### src/ccr_pkg.sv
// constants, register map and field layout of the comparator control block
`default_nettype none
package ccr_pkg;

   // register bus geometry
   localparam int          ADDR_W          = 4;
   localparam int          DATA_W          = 8;
   localparam int          MAX_CMP         = 4;

   // register map: control pairs at 2n and 2n+1, then mirror and flags
   localparam logic [3:0]  REG_CON0_BASE   = 4'h0;
   localparam logic [3:0]  REG_CON1_BASE   = 4'h1;
   localparam logic [3:0]  REG_STRIDE      = 4'h2;
   localparam logic [3:0]  REG_MIRROR      = 4'h8;
   localparam logic [3:0]  REG_FLAGS       = 4'h9;

   // first control register fields
   localparam int          CON0_ENABLE     = 7;
   localparam int          CON0_RESULT     = 6;
   localparam int          CON0_ROUTE      = 5;
   localparam int          CON0_INVERT     = 4;
   localparam int          CON0_FILTER     = 3;
   localparam int          CON0_SPEED      = 2;
   localparam int          CON0_HYST       = 1;
   localparam int          CON0_SYNC       = 0;

   // second control register fields
   localparam int          CON1_RISE_EN    = 7;
   localparam int          CON1_FALL_EN    = 6;
   localparam int          CON1_POS_LSB    = 3;
   localparam int          CON1_NEG_LSB    = 0;
   localparam int          SEL_W           = 3;

   // reset values and write masks
   localparam logic [7:0]  CON0_RESET      = 8'h04;
   localparam logic [7:0]  CON1_RESET      = 8'h00;
   localparam logic [7:0]  CON0_WMASK      = 8'hBF;

   // negative input codes that leave the input floating, pin 4 only where the variant lacks it
   localparam logic [2:0]  NEG_SEL_OPEN    = 3'h6;
   localparam logic [2:0]  NEG_SEL_RSVD    = 3'h5;
   localparam logic [2:0]  NEG_SEL_PIN4    = 3'h4;

   // glitch filter hold time
   localparam int          CLK_PERIOD_NS   = 40;
   localparam int          ZLF_HOLD_NS     = 20;
   localparam int          ZLF_HOLD_RAW    = (ZLF_HOLD_NS + CLK_PERIOD_NS - 1) / CLK_PERIOD_NS;
   localparam int          ZLF_HOLD_CYC    = (ZLF_HOLD_RAW < 1) ? 1 : ZLF_HOLD_RAW;

endpackage : ccr_pkg
`default_nettype wire

### src/ccr_chan_if.sv
// per-comparator link between the register bank and one channel datapath
`timescale 1ns/1ps
`default_nettype none
interface ccr_chan_if;
   logic enable;      // comparator switched on
   logic invert;      // output polarity inverted
   logic filt_en;     // glitch filter on
   logic sync_en;     // gate/pin output follows timer clock falling edge
   logic result;      // filtered, polarity-corrected result
   logic gate_out;    // result toward timer gate and pin
   logic rise;        // one-cycle pulse on rising result
   logic fall;        // one-cycle pulse on falling result

   modport ctl  (output enable, output invert, output filt_en, output sync_en,
                 input  result, input  gate_out, input  rise, input  fall);
   modport chan (input  enable, input  invert, input  filt_en, input  sync_en,
                 output result, output gate_out, output rise, output fall);
endinterface : ccr_chan_if
`default_nettype wire

### src/ccr_regs.sv
// comparator control register bank with per-channel datapaths
`timescale 1ns/1ps
`default_nettype none
// Behaviour
// - control bit 7 switches the comparator on, and clear it is off and draws no power.
// - read-only bit 6 shows the result, 1 when positive exceeds negative, or below it if inverted.
// - bit 5 routes the result to its pin, driven only while the pin direction bit is clear, whatever the enable.
// - bit 4 inverts the comparator output, clear passes it straight.
// - bit 3 turns the zero-latency glitch filter on, clear leaves the output raw.
// - with the filter on, a change cannot reverse for a nominal 20 ns.
// - bit 2 picks normal power and high speed when set, low power when clear, and resets to 1.
// - bit 1 turns input hysteresis on.
// - bit 0 makes the timer gate and pin output change only on the timer clock falling edge.
// - second register bit 7 lets a rising result set the channel interrupt flag.
// - second register bit 6 lets a falling result set the channel interrupt flag.
// - bits 5-3 select the positive input, from ground at 111 down to pin 0 at 000.
// - bits 2-0 select the negative input, 111 ground, 110 and 101 floating, 100 to 000 pins 4 to 0.
// - the mirror register shows results 4 to 1 in bits 3 to 0 and zero above.
// - software clears a flag, and an edge arriving during the clear leaves it set.
// - edge detectors still react to enable or polarity changes on a disabled comparator.
module ccr_regs
   import ccr_pkg::*;
#(
   parameter int N_CMP       = 4,   // comparators served
   parameter bit NEG_PIN4_OK = 1'b1 // negative pin 4 exists on this variant
)(
   input  wire logic                    i_clk,
   input  wire logic                    i_rst,
   input  wire logic [ADDR_W-1:0]       i_addr,
   input  wire logic [DATA_W-1:0]       i_wdata,
   input  wire logic                    i_wr,
   input  wire logic                    i_rd,
   output logic      [DATA_W-1:0]       o_rdata,
   input  wire logic [N_CMP-1:0]        i_cmp_raw,
   input  wire logic                    i_tmr_clk,
   input  wire logic [N_CMP-1:0]        i_pin_dir,
   output logic      [N_CMP-1:0]        o_cmp_enable,
   output logic      [N_CMP-1:0]        o_cmp_speed_power_sel,
   output logic      [N_CMP-1:0]        o_cmp_hysteresis_en,
   output logic      [N_CMP*SEL_W-1:0]  o_cmp_pos_input_sel,
   output logic      [N_CMP*SEL_W-1:0]  o_cmp_neg_input_sel,
   output logic      [N_CMP-1:0]        o_cmp_neg_float,
   output logic      [N_CMP-1:0]        o_tmr_gate,
   output logic      [N_CMP-1:0]        o_pin_out,
   output logic      [N_CMP-1:0]        o_pin_oe_n,
   output logic      [N_CMP-1:0]        o_cmp_irq_flag
);

   // the map and the mirror hold four channels at most
   if (N_CMP < 1 || N_CMP > MAX_CMP) begin : g_bad_n
      $error("ccr_regs: N_CMP must lie between 1 and 4");
   end

   typedef struct packed {
      logic [N_CMP-1:0][DATA_W-1:0] con0;   // first control registers
      logic [N_CMP-1:0][DATA_W-1:0] con1;   // second control registers
      logic [N_CMP-1:0]             flag;   // sticky edge flags
      logic [DATA_W-1:0]            rdata;  // read data, valid one cycle
   } ccr_regs_t;

   ccr_regs_t          q_r;
   ccr_regs_t          q_nxt;
   ccr_chan_if         chif [N_CMP] ();
   logic [N_CMP-1:0]   res;
   logic [N_CMP-1:0]   gate;
   logic [N_CMP-1:0]   rise;
   logic [N_CMP-1:0]   fall;
   logic [N_CMP-1:0]   evt;
   logic [MAX_CMP-1:0] mirror;
   logic [2:0]         sel_idx;
   logic               hit_pair;
   logic               is_con1;

   // one datapath per comparator
   for (genvar g = 0; g < N_CMP; g++) begin : g_chan
      assign chif[g].enable  = q_r.con0[g][CON0_ENABLE];
      assign chif[g].invert  = q_r.con0[g][CON0_INVERT];
      assign chif[g].filt_en = q_r.con0[g][CON0_FILTER];
      assign chif[g].sync_en = q_r.con0[g][CON0_SYNC];
      assign res[g]          = chif[g].result;
      assign gate[g]         = chif[g].gate_out;
      assign rise[g]         = chif[g].rise;
      assign fall[g]         = chif[g].fall;

      ccr_chan u_chan (
         .i_clk     (i_clk),
         .i_rst     (i_rst),
         .i_cmp_raw (i_cmp_raw[g]),
         .i_tmr_clk (i_tmr_clk),
         .bus       (chif[g].chan)
      );

      // enabled edges feed the sticky flag
      assign evt[g] = (rise[g] & q_r.con1[g][CON1_RISE_EN])
                    | (fall[g] & q_r.con1[g][CON1_FALL_EN]);

      // analog core controls straight from the registers
      assign o_cmp_enable[g]          = q_r.con0[g][CON0_ENABLE];
      assign o_cmp_speed_power_sel[g] = q_r.con0[g][CON0_SPEED];
      assign o_cmp_hysteresis_en[g]   = q_r.con0[g][CON0_HYST];
      assign o_cmp_pos_input_sel[g*SEL_W +: SEL_W] =
         q_r.con1[g][CON1_POS_LSB +: SEL_W];
      assign o_cmp_neg_input_sel[g*SEL_W +: SEL_W] =
         q_r.con1[g][CON1_NEG_LSB +: SEL_W];

      // floating codes, plus pin 4 where the variant lacks it
      assign o_cmp_neg_float[g] =
         (q_r.con1[g][CON1_NEG_LSB +: SEL_W] == NEG_SEL_OPEN) ||
         (q_r.con1[g][CON1_NEG_LSB +: SEL_W] == NEG_SEL_RSVD) ||
         (!NEG_PIN4_OK && (q_r.con1[g][CON1_NEG_LSB +: SEL_W] == NEG_SEL_PIN4));

      // pin routing ignores the enable bit on purpose
      assign o_tmr_gate[g] = gate[g];
      assign o_pin_out[g]  = gate[g];
      assign o_pin_oe_n[g] = ~(q_r.con0[g][CON0_ROUTE] & ~i_pin_dir[g]);
      assign o_cmp_irq_flag[g] = q_r.flag[g];
   end

   // mirror of all results, unused channels and upper bits read zero
   always_comb begin
      mirror             = '0;
      mirror[N_CMP-1:0]  = res;
   end

   // address decode of the control pairs
   always_comb begin
      sel_idx  = i_addr[3:1];
      is_con1  = i_addr[0];
      hit_pair = (i_addr < REG_MIRROR) && (32'(sel_idx) < N_CMP);
   end

   // register writes, flag updates and read data
   always_comb begin
      q_nxt = q_r;
      // writes: result bit masked off, mirror has no write path
      if (i_wr && hit_pair) begin
         for (int i = 0; i < N_CMP; i++) begin
            if (32'(sel_idx) == i) begin
               if (is_con1) begin
                  q_nxt.con1[i] = i_wdata;
               end else begin
                  q_nxt.con0[i] = i_wdata & CON0_WMASK;
               end
            end
         end
      end
      // write one to clear, an edge in the same cycle wins
      if (i_wr && (i_addr == REG_FLAGS)) begin
         q_nxt.flag = q_r.flag & ~i_wdata[N_CMP-1:0];
      end
      q_nxt.flag = q_nxt.flag | evt;
      // read data only in the cycle after the strobe
      q_nxt.rdata = '0;
      if (i_rd) begin
         if (hit_pair) begin
            for (int i = 0; i < N_CMP; i++) begin
               if (32'(sel_idx) == i) begin
                  if (is_con1) begin
                     q_nxt.rdata = q_r.con1[i];
                  end else begin
                     q_nxt.rdata = q_r.con0[i];
                     q_nxt.rdata[CON0_RESULT] = res[i];
                  end
               end
            end
         end else if (i_addr == REG_MIRROR) begin
            q_nxt.rdata = {4'h0, mirror};
         end else if (i_addr == REG_FLAGS) begin
            q_nxt.rdata = {4'h0, MAX_CMP'(q_r.flag)};
         end
      end
   end

   // state register, speed bit comes up set
   always_ff @(posedge i_clk) begin
      if (i_rst) begin
         for (int i = 0; i < N_CMP; i++) begin
            q_r.con0[i] <= CON0_RESET;
            q_r.con1[i] <= CON1_RESET;
         end
         q_r.flag  <= '0;
         q_r.rdata <= '0;
      end else begin
         q_r <= q_nxt;
      end
   end

   assign o_rdata = q_r.rdata;

endmodule : ccr_regs
`default_nettype wire

### src/ccr_chan.sv
// one comparator channel: input sync, polarity, glitch filter, timer sync, edges
`timescale 1ns/1ps
`default_nettype none
module ccr_chan
   import ccr_pkg::*;
(
   input  wire logic  i_clk,
   input  wire logic  i_rst,
   input  wire logic  i_cmp_raw,
   input  wire logic  i_tmr_clk,
   ccr_chan_if.chan   bus
);
   localparam int HOLD_W = $clog2(ZLF_HOLD_CYC + 1);
   localparam logic [HOLD_W-1:0] HOLD_LOAD = HOLD_W'(ZLF_HOLD_CYC);

   typedef struct packed {
      logic [2:0]        raw_sh;   // raw comparator synchroniser
      logic              raw_st;   // stable raw level
      logic [2:0]        tck_sh;   // timer clock synchroniser
      logic              tck_st;   // stable timer clock level
      logic              filt;     // filtered result
      logic [HOLD_W-1:0] hold;     // reversal block countdown
      logic              synced;   // result latched on timer clock fall
      logic              prev;     // result one cycle ago
   } ccr_chan_t;

   ccr_chan_t q_r;
   ccr_chan_t q_nxt;
   logic      cand;

   // next-state logic
   always_comb begin
      q_nxt        = q_r;
      q_nxt.raw_sh = {q_r.raw_sh[1:0], i_cmp_raw};
      q_nxt.tck_sh = {q_r.tck_sh[1:0], i_tmr_clk};
      // a change counts only once stages two and three agree
      if (q_r.raw_sh[1] == q_r.raw_sh[2]) begin
         q_nxt.raw_st = q_r.raw_sh[2];
      end
      if (q_r.tck_sh[1] == q_r.tck_sh[2]) begin
         q_nxt.tck_st = q_r.tck_sh[2];
      end
      // disabled core reads low, so enable and polarity flips still move the result
      cand = (bus.enable & q_r.raw_st) ^ bus.invert;
      if (q_r.hold != '0) begin
         q_nxt.hold = q_r.hold - HOLD_W'(1);         // reversal blocked
      end else if (cand != q_r.filt) begin
         q_nxt.filt = cand;                           // new level passes at once
         q_nxt.hold = bus.filt_en ? HOLD_LOAD : '0;
      end
      // unfiltered: follow immediately, drop any pending hold
      if (!bus.filt_en) begin
         q_nxt.filt = cand;
         q_nxt.hold = '0;
      end
      // latch on the falling edge of the timer clock
      if (q_r.tck_st && (q_r.tck_sh[1] == q_r.tck_sh[2]) && !q_r.tck_sh[2]) begin
         q_nxt.synced = q_r.filt;
      end
      q_nxt.prev = q_r.filt;
   end

   // state register
   always_ff @(posedge i_clk) begin
      if (i_rst) begin
         q_r <= '0;
      end else begin
         q_r <= q_nxt;
      end
   end

   // outputs toward the register bank
   assign bus.result   = q_r.filt;
   assign bus.gate_out = bus.sync_en ? q_r.synced : q_r.filt;
   assign bus.rise     = q_r.filt & ~q_r.prev;
   assign bus.fall     = ~q_r.filt & q_r.prev;

endmodule : ccr_chan
`default_nettype wire

### config.mk
export PLATFORM = sky130hd
export DESIGN_NAME = ccr_regs
export DESIGN_NICKNAME = d
export VERILOG_FILES = /design/src/ccr_pkg.sv /design/src/ccr_chan_if.sv /design/src/ccr_regs.sv /design/src/ccr_chan.sv
export SDC_FILE = /design/constraint.sdc
export NUM_CORES = 1
export LEC_CHECK = 0
export ABC_CLOCK_PERIOD_IN_PS = 4800
export BUFFER_PORTS_ARGS = -buffer_cell sky130_fd_sc_hd__buf_2
export CAP_MARGIN = 20
export CELL_PAD_IN_SITES_DETAIL_PLACEMENT = 0
export CELL_PAD_IN_SITES_GLOBAL_PLACEMENT = 1
export CORE_UTILIZATION = 45
export DETAILED_ROUTE_END_ITERATION = 8
export GPL_ROUTABILITY_DRIVEN = 0
export MAX_ROUTING_LAYER = met4
export PLACE_DENSITY_LB_ADDON = 0.1
export SETUP_SLACK_MARGIN = 0.4
export SLEW_MARGIN = 40
export SYNTH_ARGS = -nofsm -noshare
export SYNTH_HDL_FRONTEND = slang
export SYNTH_SLANG_ARGS = --single-unit
### constraint.sdc
create_clock -name i_clk -period 4.8 [get_ports i_clk]
set_clock_uncertainty 0.15 [all_clocks]
set_input_delay 0.24 -clock i_clk [delete_from_list [all_inputs] [get_ports i_clk]]
set_output_delay 0.24 -clock i_clk [all_outputs]
set_load 0.05 [all_outputs]
### Word-level counts from Yosys, hierarchy flattened

Cells that the tools add are included.

| cells by class | value |
|---|---|
| $add $sub $neg | 4 |
| $mul | 0 |
| div/mod/pow operators | 0 |
| magnitude comparators | 2 |
| equal/unequal tests | 33 |
| shift operators | 0 |
| multiplexer cells | 32 |
| bitwise gates (word level) | 57 |
| reduce and logical (&&, ||, !) cells | 37 |

Operator list:

| cell | count |
|---|---|
| $mux 8 | 9 |
| $and 1x1->1 | 24 |
| $eq 3x3->1 const B | 8 |
| $reduce_and 3->1 | 8 |
| $not 1->1 | 22 |
| $mux 2 | 8 |
| $mux 1 | 12 |
| $mux 4 | 3 |
| $logic_and 1x1->1 | 11 |
| $reduce_or 2->1 | 5 |
| $eq 1x1->1 | 8 |
| $eq 4x4->1 const B | 2 |
| $ne 2x1->1 const B | 4 |
| $ne 2x2->1 const B | 4 |
| $reduce_and 2->1 | 4 |
| $eq 3x2->1 const B | 2 |
| $and 4x4->4 | 1 |
| $logic_not 1->1 | 4 |
| $logic_or 1x1->1 | 4 |
| $lt 4x4->1 const B | 1 |
| $ne 1x1->1 | 4 |
| $not 4->4 | 1 |
| $or 1x1->1 | 4 |
| $or 4x4->4 | 1 |
| 5 further kinds | 11 |

| word-level totals | value |
|---|---|
| register bits after elaboration | 120 |
| bits in latches | 0 |
| bits in writable memories | 0 |
| memory bits (read-only) | 0 |
| output and inout bits | 64 |
| logic and storage cells | 207 |
| memories kept | 0 |

### Longest topological paths before layout

Gate-level depths: netlist (run 1).

| logic depth | value |
|---|---|
| depth in word-level cells | 6 |
| mapped depth | 6 |
| gate-level depth less buffers | 6 |

### Cells and area by module

From an unflattened synthesis (run 1), not the netlist that was laid out.

| second synthesis, totals | value |
|---|---|
| cell total of the unflattened synthesis | 612 |
| area total of the unflattened synthesis | 5579.1 um2 |

Modules (own cells, without submodules):

| module | times used | cells each | area each (um2) | sequential area each (um2) |
|---|---|---|---|---|
| ccr_regs | 1 | 440 | 3852.4 | 1441.4 |
| ccr_chan | 4 | 43 | 431.7 | 240.2 |

### Least setup slack after synthesis (run 1)

No wires, ideal clock.

| timing | value |
|---|---|
| path kind | register to register |
| start point | register q_r (netlist bit o_cmp_enable[0]) |
| end point | register g_chan[0].u_chan.q_r (netlist bit g_chan[0].u_chan.bus.result) |
| setup time | 59 ps |
| arrival time | 1309 ps |
| path slack | 3283 ps |
| stages on the path, launching flop included | 6 |
| buffers on the path | 0 |
| path through | dfxtp_1 -> nand2_1 -> xnor2_1 -> ha_1 -> o311ai_0 -> o211a_1 |

| on the way | value |
|---|---|
| longest elaborated chain between the ends | 5 |
| elaborated cells between the ends (all ways) | 8 |

RTL lines:

| what | line | source |
|---|---|---|
| start: declaration | ccr_regs.sv:61 | `ccr_regs_t q_r;` |
| start signal: assignment | ccr_regs.sv:184 | `q_r <= q_nxt;` |
| $and 1x1->1 * | ccr_chan.sv:44 | `cand = (bus.enable & q_r.raw_st) ^ bus.invert;` |
| $xor 1x1->1 * | ccr_chan.sv:44 |  |
| $ne 1x1->1 / $mux 2 (equally long branches) | ccr_chan.sv:47 | `end else if (cand != q_r.filt) begin` |
| $ne 2x1->1 (no source line) / $mux 1 (equally long branches) | -- |  |
| $reduce_and 2->1 (no source line) / $mux 2 (equally long branches) | -- |  |
| end signal: assignment | ccr_chan.sv:68 | `q_r <= q_nxt;` |
| end: declaration | ccr_chan.sv:27 | `ccr_chan_t q_r;` |

Mark *: on every way between the ends. The rest lies on a longest branch, timed or not. The select of a mux whose other input is x is not followed.
A chain may end at the register's enable or synchronous reset.

### Worst setup path after layout (run 1)

| timing | value |
|---|---|
| start point | register g_chan[3].u_chan.q_r (netlist bit g_chan[3].u_chan.bus.result) |
| end point | output port o_pin_out[3] |

| on the way | value |
|---|---|
| longest elaborated chain between the ends | 1 |

RTL lines:

| what | line | source |
|---|---|---|
| start: declaration | ccr_chan.sv:27 |  |
| start signal: assignment | ccr_chan.sv:68 |  |
| $mux 1 | ccr_chan.sv:74 | `assign bus.gate_out = bus.sync_en ? q_r.synced : q_r.filt;` |
| end: declaration | ccr_regs.sv:44 | `output logic [N_CMP-1:0] o_pin_out,` |

Every way passes these cells.

==> results of run 1 <==
## through the flow
step	hold slack, ns	instances	cell area, µm²	setup slack, ns	total power, mW
after floorplan	0.218	574	5120	3.28	1.05
final	0.0497	727	5490	2.85	1.77
after detailed placement	0.277	707	5170	2.66	1.09
after CTS	0.0384	727	5490	2.86	1.79
after global placement	0.267	705	5150	2.36	1.09
after global routing	0.0498	727	5490	2.76	1.84
## where the power goes
part	switching (mW)	total, mW	leakage, nW	internal (mW)
registers	0.00993	0.919	0.874	0.909
clock network	0.331	0.694	0.131	0.363
logic	0.113	0.158	1.14	0.0455
total	0.453	1.77	2.14	1.32
## layout by cell type, fill, tap and decap left out, types with 7 or more instances in the layout
cell	Yosys	final
dfxtp_1	108	108
buf_2	10	87
o21ai_0	73	73
a21oi_1	68	68
nand3_1	58	58
nor2b_1	17	17
mux2_2	16	16
nand2_1	14	14
inv_1	13	13
mux2i_1	12	12
nor2_1	12	12
clkbuf_16	0	9
mux4_2	8	8
nand2b_1	7	7
buf_4	61	7
## area by class of cell
| cell class | instances | area, µm² | share of cell area (%) |
|---|---|---|---|
| multi-input combinational | 350 | 2280 | 41.5 |
| sequential | 108 | 2160 | 39.4 |
| timing repair buffer | 101 | 561 | 10.2 |
| clock buffer | 11 | 243 | 4.42 |
| tap | 140 | 175 | 3.19 |
| inverter | 13 | 48.8 | 0.888 |
| clock inverter | 4 | 26.3 | 0.478 |
## worst max-delay path, stage by stage (launching register included)
cell and delay [ns]:
dfxtp_1 0.45, inv_1 0.13, o21ai_0 0.31, buf_2 0.33
## sequential cells by signal, summed over array words and instances (netlist names)
| signal | count |
|---|---|
| o_cmp_irq_flag | 4 |
| q_r | 12 |
| o_cmp_pos_input_sel | 12 |
| o_cmp_hysteresis_en | 4 |
| chif.sync_en | 4 |
| o_cmp_enable | 4 |
| g_chan.u_chan.q_nxt | 10 |
| o_cmp_speed_power_sel | 4 |
| o_cmp_neg_input_sel | 12 |
| chif.filt_en | 4 |
| g_chan.u_chan.q_r | 22 |
| g_chan.u_chan.bus.result | 4 |
| o_rdata | 8 |
| chif.invert | 4 |
## worst min path at each step
stage                                     startpoint                    endpoint  slack (ns)  cells past startpoint
after floorplan                         i_cmp_raw[0]  g_chan[0].u_chan.q_nxt[10]        0.22                      1
after global placement    g_chan[2].u_chan.q_nxt[10]  g_chan[2].u_chan.q_nxt[11]        0.27                      1
after detailed placement  g_chan[0].u_chan.q_nxt[10]  g_chan[0].u_chan.q_nxt[11]        0.28                      1
after CTS                                 i_wdata[6]                     q_r[18]        0.04                      3
after global routing                      i_wdata[6]                     q_r[42]        0.05                      3
final                                     i_wdata[6]                     q_r[42]        0.05                      3
## per-layer routing
| layer | wire length (µm) | vias up | GRT usage, % |
|---|---|---|---|
| met5 | 0 | - | - |
| met4 | 221 | 0 | 7.43 |
| met3 | 821 | 13 | 4.12 |
| met2 | 6300 | 161 | 36.8 |
| met1 | 6510 | 2017 | 35.1 |
| li1 | - | 1996 | - |
## kinds of logic after synthesis
logic type / share of synthesized area, %
flops: 42.2
buf+inv: 13.4
xor+xnor: 1.37
compound gates: 18.9
simple gates: 13.8
mux: 9.37
fa+ha+maj: 0.977
==> reports/metrics.yaml, run 1 <==
run_status:
  status: "finished, final reports clean"
floorplan:
  dieWidth_um: 109
  io_pins: 89
  die-area_mm2: 0.0118
  initial_core_util_pct: 46.7
  core-area_mm2: 0.0110
  num_rows: 38
  die_y_um: 109
route:
  wl_per_cell_um: 19.0
  drc: 0
  wl_mm: 13.8
  firstDrtPassIters: 5
  ant_nets: 0
  vias: 4187
  viasPerCell: 5.76
  drt-initial-drc-count: 270
layout:
  fillers: 1044
  antenna_cells: 0
  nets: 612
  fin_util_pct: 50.0
  area_delta_synth_final_pct: 7.20
  drive_gt1_share_pct: 23.9
timing:
  hold_viol_final: 0
  max_slew_margin_pct: 46.3
  setup_viol: 0
  setup_tns_ns: 0
  layout_min_cycle_time_ns: 1.95
  fin_crit_sh_pct: 40.6
  worst_pin_slew_ns: 0.804
  rsz0062_at_grt: "no"
  drv_slew: 0
  fmax_ghz: 0.513
yosys:
  synth_cell_type_count: 37
  postSynthAreaPerCell_um2: 8.93
  yosys_register_bits: 108
  ys_seq_area_share_pct: 42.2
  syn_nets: 603
  yosysMostFrequentCell: "dfxtp_1"
  yosys-top-cells-area: "dfxtp_1, buf_4, o21ai_0"
  synthTopCellsByCount: "dfxtp_1, o21ai_0, a21oi_1, buf_4, nand3_1"
  yosys_most_used_dff: "dfxtp_1"
  syn_area_mm2: 0.00512
  syn_inst: 574
  synth_edf_count: 0
  ys_warn_count: 0
  synth_top_area_cell: "dfxtp_1"
  synth_top_area_share_pct: 42.2
  async_flop_share_pct: 0
power:
  ir_drop_mv: 0.209
  powerDensity_mw_per_mm2: 322
  p_leak_nw: 2.14
cts:
  root_buffer: "clkbuf_16"
  cts_buffers: 9
  postCtsHoldBufs: 5
  tritoncts: "done"
  cts_resized: 0
  clkTransAtPathRegs_ns: 0.07
  htree_num_levels: 3
  clock-sinks: 108
  insertion_delay_ns: 0.35
  postCtsSetupRepairBufs: 0
  clockBufferDepth: 2
worst_setup_path:
  r2r_slack_ns: 3.02
  worstPathArrival_ns: 1.56
  required_ns: 4.41
  r2r_end: "g_chan[0].u_chan.bus.result"
  start_kind: "flip-flop"
  crit_type: "reg -> out"
  worstSetupEndpointType: "output pin"
  r2r-start: "o_cmp_enable[0]"
  crit_start: "g_chan[3].u_chan.bus.result"
  rr_worst_depth: 5
  crit_path_end: "o_pin_out[3]"
  cp_max_fo: 6
global_routing:
  grt_max_degree: 49
  antenna_found_initial: 0
  overflow: 0
  grt_pass1_vias: 3698
  grt_use_total_pct: 25.0
  grt_pass1_wl_mm: 21.2
placement:
  portBuffers: 88
  dpl.hpwl_mm: 9.24
run:
  max_cap_violations: 0
hold_path:
  hold_class: "in -> reg"
No activity file was read; power rests on OpenSTA's default activity.
==> run 2, diff against run 1 <==
--- a/config.mk
+++ b/config.mk
@@ -5,12 +5,12 @@
 export SDC_FILE = /design/constraint.sdc
 export NUM_CORES = 1
 export LEC_CHECK = 0
-export ABC_CLOCK_PERIOD_IN_PS = 4800
+export ABC_CLOCK_PERIOD_IN_PS = 1800
 export BUFFER_PORTS_ARGS = -buffer_cell sky130_fd_sc_hd__buf_2
 export CAP_MARGIN = 20
 export CELL_PAD_IN_SITES_DETAIL_PLACEMENT = 0
 export CELL_PAD_IN_SITES_GLOBAL_PLACEMENT = 1
-export CORE_UTILIZATION = 45
+export CORE_UTILIZATION = 42
 export DETAILED_ROUTE_END_ITERATION = 8
 export GPL_ROUTABILITY_DRIVEN = 0
 export MAX_ROUTING_LAYER = met4
==> constraint.sdc (replaced) <==
create_clock -name i_clk -period 1.8 [get_ports i_clk]
set_clock_uncertainty 0.15 [all_clocks]
set_input_delay 0.09 -clock i_clk [delete_from_list [all_inputs] [get_ports i_clk]]
set_output_delay 0.09 -clock i_clk [all_outputs]
set_load 0.05 [all_outputs]
==> run 2 against run 1 <==
- non-clock buffer count increased by 54
- cell count increased by 8.0%
- die area increased by 7.0%
- sequential share of layout area decreased by 4.5 points
- largest cell class unchanged
- largest power group unchanged
==> reports/metrics.yaml, run 2 (synthesized netlist as in run 1, its figures left out) <==
run_status:
  status: "finished, final reports clean"
worst_setup_path:
  crit_type: "reg -> reg"
  cp_max_fo: 3  # -3
  rr_worst_depth: 6  # +1
  start_kind: "flip-flop"
  required_ns: 1.89  # -2.52 ns
  worstPathArrival_ns: 1.61  # +0.05 ns
  worstSetupEndpointType: "flip-flop"
timing:
  drv_slew: 0  # unchanged
  hold_viol_final: 0  # unchanged
  setup_viol: 0  # unchanged
  layout_min_cycle_time_ns: 1.52
  rsz0062_at_grt: "yes"
  max_slew_margin_pct: 65.0  # +19 points
  worst_pin_slew_ns: 0.523  # -0.281 ns
  setup_tns_ns: 0  # unchanged
  fin_crit_sh_pct: 84.2
  fmax_ghz: 0.659
floorplan:
  core-area_mm2: 0.0117  # +6.2%
  io_pins: 89  # unchanged
  dieWidth_um: 112  # +3.4%
  initial_core_util_pct: 43.9  # -2.7 points
  die-area_mm2: 0.0126  # +7.0%
  die_y_um: 112  # +3.4%
  num_rows: 39  # +2.6%
route:
  vias: 4389  # +4.8%
  firstDrtPassIters: 4  # -1
  ant_nets: 0  # unchanged
  wl_per_cell_um: 19.3  # +1.3%
  drt-initial-drc-count: 291  # +7.8%
  drc: 0  # unchanged
  wl_mm: 15.1  # +9.3%
  viasPerCell: 5.59  # -2.9%
layout:
  fillers: 1076  # +3.1%
  mostFrequentLayoutCells: "buf_2, dfxtp_1, a21oi_1"
  area_delta_synth_final_pct: 24.9
  stdcell_count: 785  # +8.0%
  drive_gt1_share_pct: 38.0  # +14 points
  max_flop_register: "g_chan.u_chan.q_r"
  layout_commonest_cell: "buf_2"
  nets: 666  # +8.8%
  multi_input_area_mm2: 0.00256  # +12%
  largest_reg_flops: 22  # unchanged
  seqCellArea_mm2: 0.00223  # +3.1%
  antenna_cells: 0  # unchanged
  fin_util_pct: 54.9  # +4.9 points
hold_path:
  whs_path_depth: 3  # unchanged
  hold_class: "in -> reg"
global_routing:
  grt_use_total_pct: 25.5  # +0.52 points
  overflow: 0  # unchanged
  grt_pass1_wl_mm: 23.7  # +12%
  grt_pass1_vias: 4165  # +13%
  grt_max_degree: 94  # +92%
  antenna_found_initial: 0  # unchanged
power:
  p_sw_mw: 1.21  # +170%
  seq_power_share_pct: 51.0  # -0.9 points
  ir_drop_mv: 0.602  # +190%
  powerDensity_mw_per_mm2: 748  # +130%
  p_leak_nw: 2.53  # +18%
  combinationalPowerShare_pct: 10.7  # +1.8 points
  internal_power_mw: 3.58  # +170%
  p_clk_share_pct: 38.3  # -0.9 points
  swShare_pct: 25.3  # -0.33 points
cts:
  root_buffer: "clkbuf_16"
  htree_num_levels: 3  # unchanged
  insertion_delay_ns: 0.35  # about the same
  tritoncts: "done"
  clkTransAtPathRegs_ns: 0.07  # about the same
  clock-sinks: 108  # unchanged
  cts_buffers: 9  # unchanged
  clockBufferDepth: 2  # unchanged
placement:
  dpl.hpwl_mm: 10.2  # +9.9%
  portBuffers: 88  # unchanged
  dp.cells: 731  # +3.4%
run:
  max_cap_violations: 0  # unchanged
## run 2: cell count changes in the layout (fill, tap and decap cells not counted), sizes merged
| cell | before | now |
|---|---|---|
| clkinv | 3 | 2 |
| clkinvlp | 1 | 0 |
| dlygate4sd3 | 5 | 15 |
| clkbuf | 11 | 15 |
| buf | 96 | 139 |
## run 2: power groups by stage
| stage | combinational (mW) | clock, mW | sequential (mW) |
|---|---|---|---|
| 5_1_grt | 0.546 | 1.97 | 2.45 |
| 3_3_place_gp | 0.450 | 0 | 2.51 |
| 3_5_place_dp | 0.451 | 0 | 2.51 |
| 4_1_cts | 0.491 | 1.87 | 2.45 |
| 6_report | 0.512 | 1.83 | 2.44 |
| 2_1_floorplan | 0.315 | 0 | 2.50 |
## run 2: cell type report
type	count	area share, %
multi-input combinational	350	40.0
sequential	108	34.8
timing repair buffer	155	17.4
clock buffer	14	3.97
tap	143	2.80
inverter	13	0.919
clock inverter	2	0.156
## run 2: metal layers
| metal | global-route usage (%) | routed length [µm] |
|---|---|---|
| met1 | 34.5 | 7050 |
| met4 | 7.47 | 309 |
| met5 | - | 0 |
| met2 | 38.7 | 7030 |
| met3 | 4.97 | 747 |
## run 2: worst max-delay path: stages (launching register included)
cell and delay (ns):
dfxtp_2 0.35, nand2_4 0.07, xnor2_4 0.20, ha_4 0.25, o21ai_4 0.15, o311ai_4 0.11, o211a_1 0.13
## run 2: path summary, 6_finish.rpt
path                              startpoint                          end  slack, ns
hold reg to reg   g_chan[2].u_chan.q_nxt[10]   g_chan[2].u_chan.q_nxt[11]       0.29
hold / removal                         i_rst                   o_rdata[3]       0.05
setup / recovery     g_chan[2].u_chan.q_r[8]  g_chan[2].u_chan.bus.result       0.28
setup reg to reg     g_chan[2].u_chan.q_r[8]  g_chan[2].u_chan.bus.result       0.28
## run 2: stage by stage
stage | total power, mW | setup slack (ns) | area [µm²] | hold WS, ns
CTS | 4.81 | 0.273 | 6120 | 0.0371
global placement | 2.96 | -0.00907 | 5390 | 0.146
global route | 4.97 | 0.226 | 6400 | 0.0663
floorplan | 2.81 | 0.371 | 5130 | 0.0682
finish | 4.79 | 0.284 | 6400 | 0.0532
detailed placement | 2.96 | -0.0241 | 5390 | 0.153
## run 2: timing repair
action / in CTS / in global routing
pin swaps: 29 / 19
hold buffers: 15 / 0
setup endpoints to repair: 24 / 55
endpoints found under the hold margin: 53 / 0
gates cloned: 0 / 0
gates resized for setup: 74 / 40
buffers inserted: 17 / 6
==> run 3, diff against run 2 <==
--- a/config.mk
+++ b/config.mk
@@ -5,12 +5,12 @@
 export SDC_FILE = /design/constraint.sdc
 export NUM_CORES = 1
 export LEC_CHECK = 0
-export ABC_CLOCK_PERIOD_IN_PS = 1800
+export ABC_CLOCK_PERIOD_IN_PS = 1300
 export BUFFER_PORTS_ARGS = -buffer_cell sky130_fd_sc_hd__buf_2
 export CAP_MARGIN = 20
 export CELL_PAD_IN_SITES_DETAIL_PLACEMENT = 0
 export CELL_PAD_IN_SITES_GLOBAL_PLACEMENT = 1
-export CORE_UTILIZATION = 42
+export CORE_UTILIZATION = 38
 export DETAILED_ROUTE_END_ITERATION = 8
 export GPL_ROUTABILITY_DRIVEN = 0
 export MAX_ROUTING_LAYER = met4
==> constraint.sdc (replaced) <==
create_clock -name i_clk -period 1.3 [get_ports i_clk]
set_clock_uncertainty 0.15 [all_clocks]
set_input_delay 0.065 -clock i_clk [delete_from_list [all_inputs] [get_ports i_clk]]
set_output_delay 0.065 -clock i_clk [all_outputs]
set_load 0.05 [all_outputs]
==> run 3 against run 2 <==
- worst setup slack lost 0.56 ns
- the run now ends with negative hold slack, negative setup slack left
- critical endpoint is now g_chan[1].u_chan.bus.result
- count of clock-buffer cells in the layout shrank 3
- sequential power grew 38%
- non-clock buffer count grew 142
- power grew 63%
- combinational power grew to 2.7 times the previous value
- global-route usage grew 2.4 points
- fmax shrank 3.7%
- critical path type unchanged
- final area grew 55%
- wire length grew 38%
- via count grew 21%
- largest power group unchanged
- largest cell class is now non-clock buffers
- worst hold slack lost 0.12 ns
==> reports/metrics.yaml, run 3 (synthesized netlist as in run 1, its figures left out) <==
route:
  ant_nets: 0  # unchanged
  drt-initial-drc-count: 332  # +14%
  m1WireLength_mm: 8.90  # +26%
  wl_mm: 21.0  # +38%
  viasPerCell: 5.53  # -1.0%
  wl_met2_mm: 10.4  # +48%
  dr.max_layer_used: "met4"
  drc: 0  # unchanged
  route.met3.wl_um: 960  # +29%
  wl_per_cell_um: 21.8  # +13%
  firstDrtPassIters: 5  # +1
  vias: 5312  # +21%
layout:
  area_delta_synth_final_pct: 93.2
  drive_gt1_share_pct: 76.9  # +39 points
  largest_reg_flops: 22  # unchanged
  antenna_cells: 0  # unchanged
  layout_commonest_cell: "buf_6"
  fin_util_pct: 75.1  # +20 points
  stdcell_count: 960  # +22%
  mostFrequentLayoutCells: "buf_6, buf_4, buf_8"
  max_flop_register: "g_chan.u_chan.q_r"
  nets: 808  # +21%
timing:
  fin_crit_sh_pct: 121  # +37 points
  drv_slew: 0  # unchanged
  layout_min_cycle_time_ns: 1.57  # +0.0580 ns
  worst_pin_slew_ns: 0.536  # +0.0128 ns
  max_slew_margin_pct: 64.2  # -0.77 points
  setup_viol: 33  # +33
  finalWorstSetupSlack_ns: -0.275  # -0.558 ns
  holdWs_ns: -0.0694  # -0.123 ns
  rsz0062_at_grt: "yes"
  fmax_ghz: 0.635  # -3.7%
  hold_viol_final: 28  # +28
global_routing:
  grt_pass1_vias: 4946  # +19%
  grt_use_total_pct: 27.9  # +2.4 points
  grt_max_degree: 91  # -3.2%
  antenna_found_initial: 0  # unchanged
  overflow: 0  # unchanged
  grt_pass1_wl_mm: 28.4  # +20%
hold_path:
  hold_class: "in -> reg"
floorplan:
  initial_core_util_pct: 38.9  # -5.1 points
  num_rows: 42  # +7.7%
  core-area_mm2: 0.0132  # +13%
  die_y_um: 118  # +5.0%
  dieWidth_um: 118  # +5.0%
  io_pins: 89  # unchanged
  die-area_mm2: 0.0140  # +10%
worst_setup_path:
  cp_slowest_cell: "dfxtp_2"
  crit_type: "reg -> reg"
  cp_top_family: "compound AO/OA/AOI/OAI gates"
  cp_max_fo: 3  # unchanged
  worstSetupEndpointType: "flip-flop"
  start_kind: "flip-flop"
  worst-path-buf-inv: 0  # unchanged
  required_ns: 1.40  # -0.49 ns
  slowest_delay_ns: 0.37  # +0.02 ns
  r2r_slack_ns: -0.27  # -0.56 ns
  worstPathArrival_ns: 1.68  # +0.07 ns
  path_cells: "nand2_4 -> xnor2_4 -> ha_4 -> o21ai_2 -> o311ai_2 -> o211a_1"
cts:
  insertion_delay_ns: 0.36  # about the same
  postCtsHoldBufs: 7  # -8
  clockBufferDepth: 2  # unchanged
  root_buffer: "clkbuf_16"
  cts_buffers: 9  # unchanged
  clock-sinks: 108  # unchanged
  htree_num_levels: 3  # unchanged
  tritoncts: "done"
  clkTransAtPathRegs_ns: 0.08  # about the same
power:
  seq_power_share_pct: 43.1  # -7.9 points
  power_mw: 7.82  # +63%
  p_clk_share_pct: 39.4  # +1.1 points
  swShare_pct: 26.8  # +1.6 points
  powerDensity_mw_per_mm2: 790  # +5.6%
  ir_drop_mv: 0.616  # +2.4%
  p_sw_mw: 2.10  # +74%
  p_leak_nw: 3.81  # +51%
  combinationalPowerShare_pct: 17.5  # +6.8 points
  internal_power_mw: 5.72  # +60%
run_status:
  violations: "negative hold slack, negative setup slack"
  status: "finished, violations left"
run:
  max_cap_violations: 0  # unchanged
placement:
  dpl.hpwl_mm: 11.0  # +8.7%
  post-place-ws_ns: -0.449  # -0.425 ns
  portBuffers: 88  # unchanged
  dp.cells: 836  # +14%
## run 3: final timing paths
check                           startpoint                          end  cells after the start
setup / recovery           o_cmp_enable[1]  g_chan[1].u_chan.bus.result                      6
hold / removal                  i_wdata[7]                      q_r[19]                      3
setup reg to reg           o_cmp_enable[1]  g_chan[1].u_chan.bus.result                      6
hold reg to reg   g_chan[0].u_chan.q_r[11]      g_chan[0].u_chan.q_r[8]                      2
## run 3: cell type report
cell class                 instances  area (µm²)
timing repair buffer             297        3510
multi-input combinational        350        3490
fill                             851        3290
sequential                       108        2300
clock buffer                      11         243
tap                              176         220
clock inverter                     5        85.1
inverter                          13        51.3
## run 3: worst min-delay path: cells and delay by family
| family | cells | cell delay [ns] |
|---|---|---|
| buffers and inverters | 1 | 0.20 |
| and+or+nand+nor | 1 | 0.10 |
| AOI/OAI and AO/OA | 1 | 0.04 |
## run 3: power by group through the flow
| stage | Combinational (mW) | Sequential [mW] | Clock (mW) |
|---|---|---|---|
| 6_report | 1.37 | 3.37 | 3.08 |
| 5_1_grt | 1.42 | 3.37 | 3.22 |
| 4_1_cts | 1.15 | 3.38 | 3.10 |
| 3_5_place_dp | 0.766 | 3.47 | 0 |
| 3_3_place_gp | 0.764 | 3.47 | 0 |
| 2_1_floorplan | 0.516 | 3.46 | 0 |
## run 3: per-layer routing
metal,up-vias,global-route usage [%]
met1,2659,35.5
met4,0,12.1
met2,195,44.2
met5,-,-
li1,2418,-
met3,40,4.05
## run 3: timing repair
item                       4_1_cts  5_1_grt
cloned                          11        5
pin swaps                      102       86
buffers inserted                50       35
setup endpoints to repair      155      156
gates resized for setup        454      166
hold endpoints to repair        51       27
## run 3: through the flow
stage	area (µm²)	setup TNS, ns	hold slack [ns]
2_1_floorplan	5420	-0.582	0.0432
3_3_place_gp	6120	-14.97	0.124
3_5_place_dp	6120	-16.32	0.131
4_1_cts	8710	-3.94	-0.115
5_1_grt	9900	-5.69	-0.0595
6_report	9900	-4.76	-0.0694
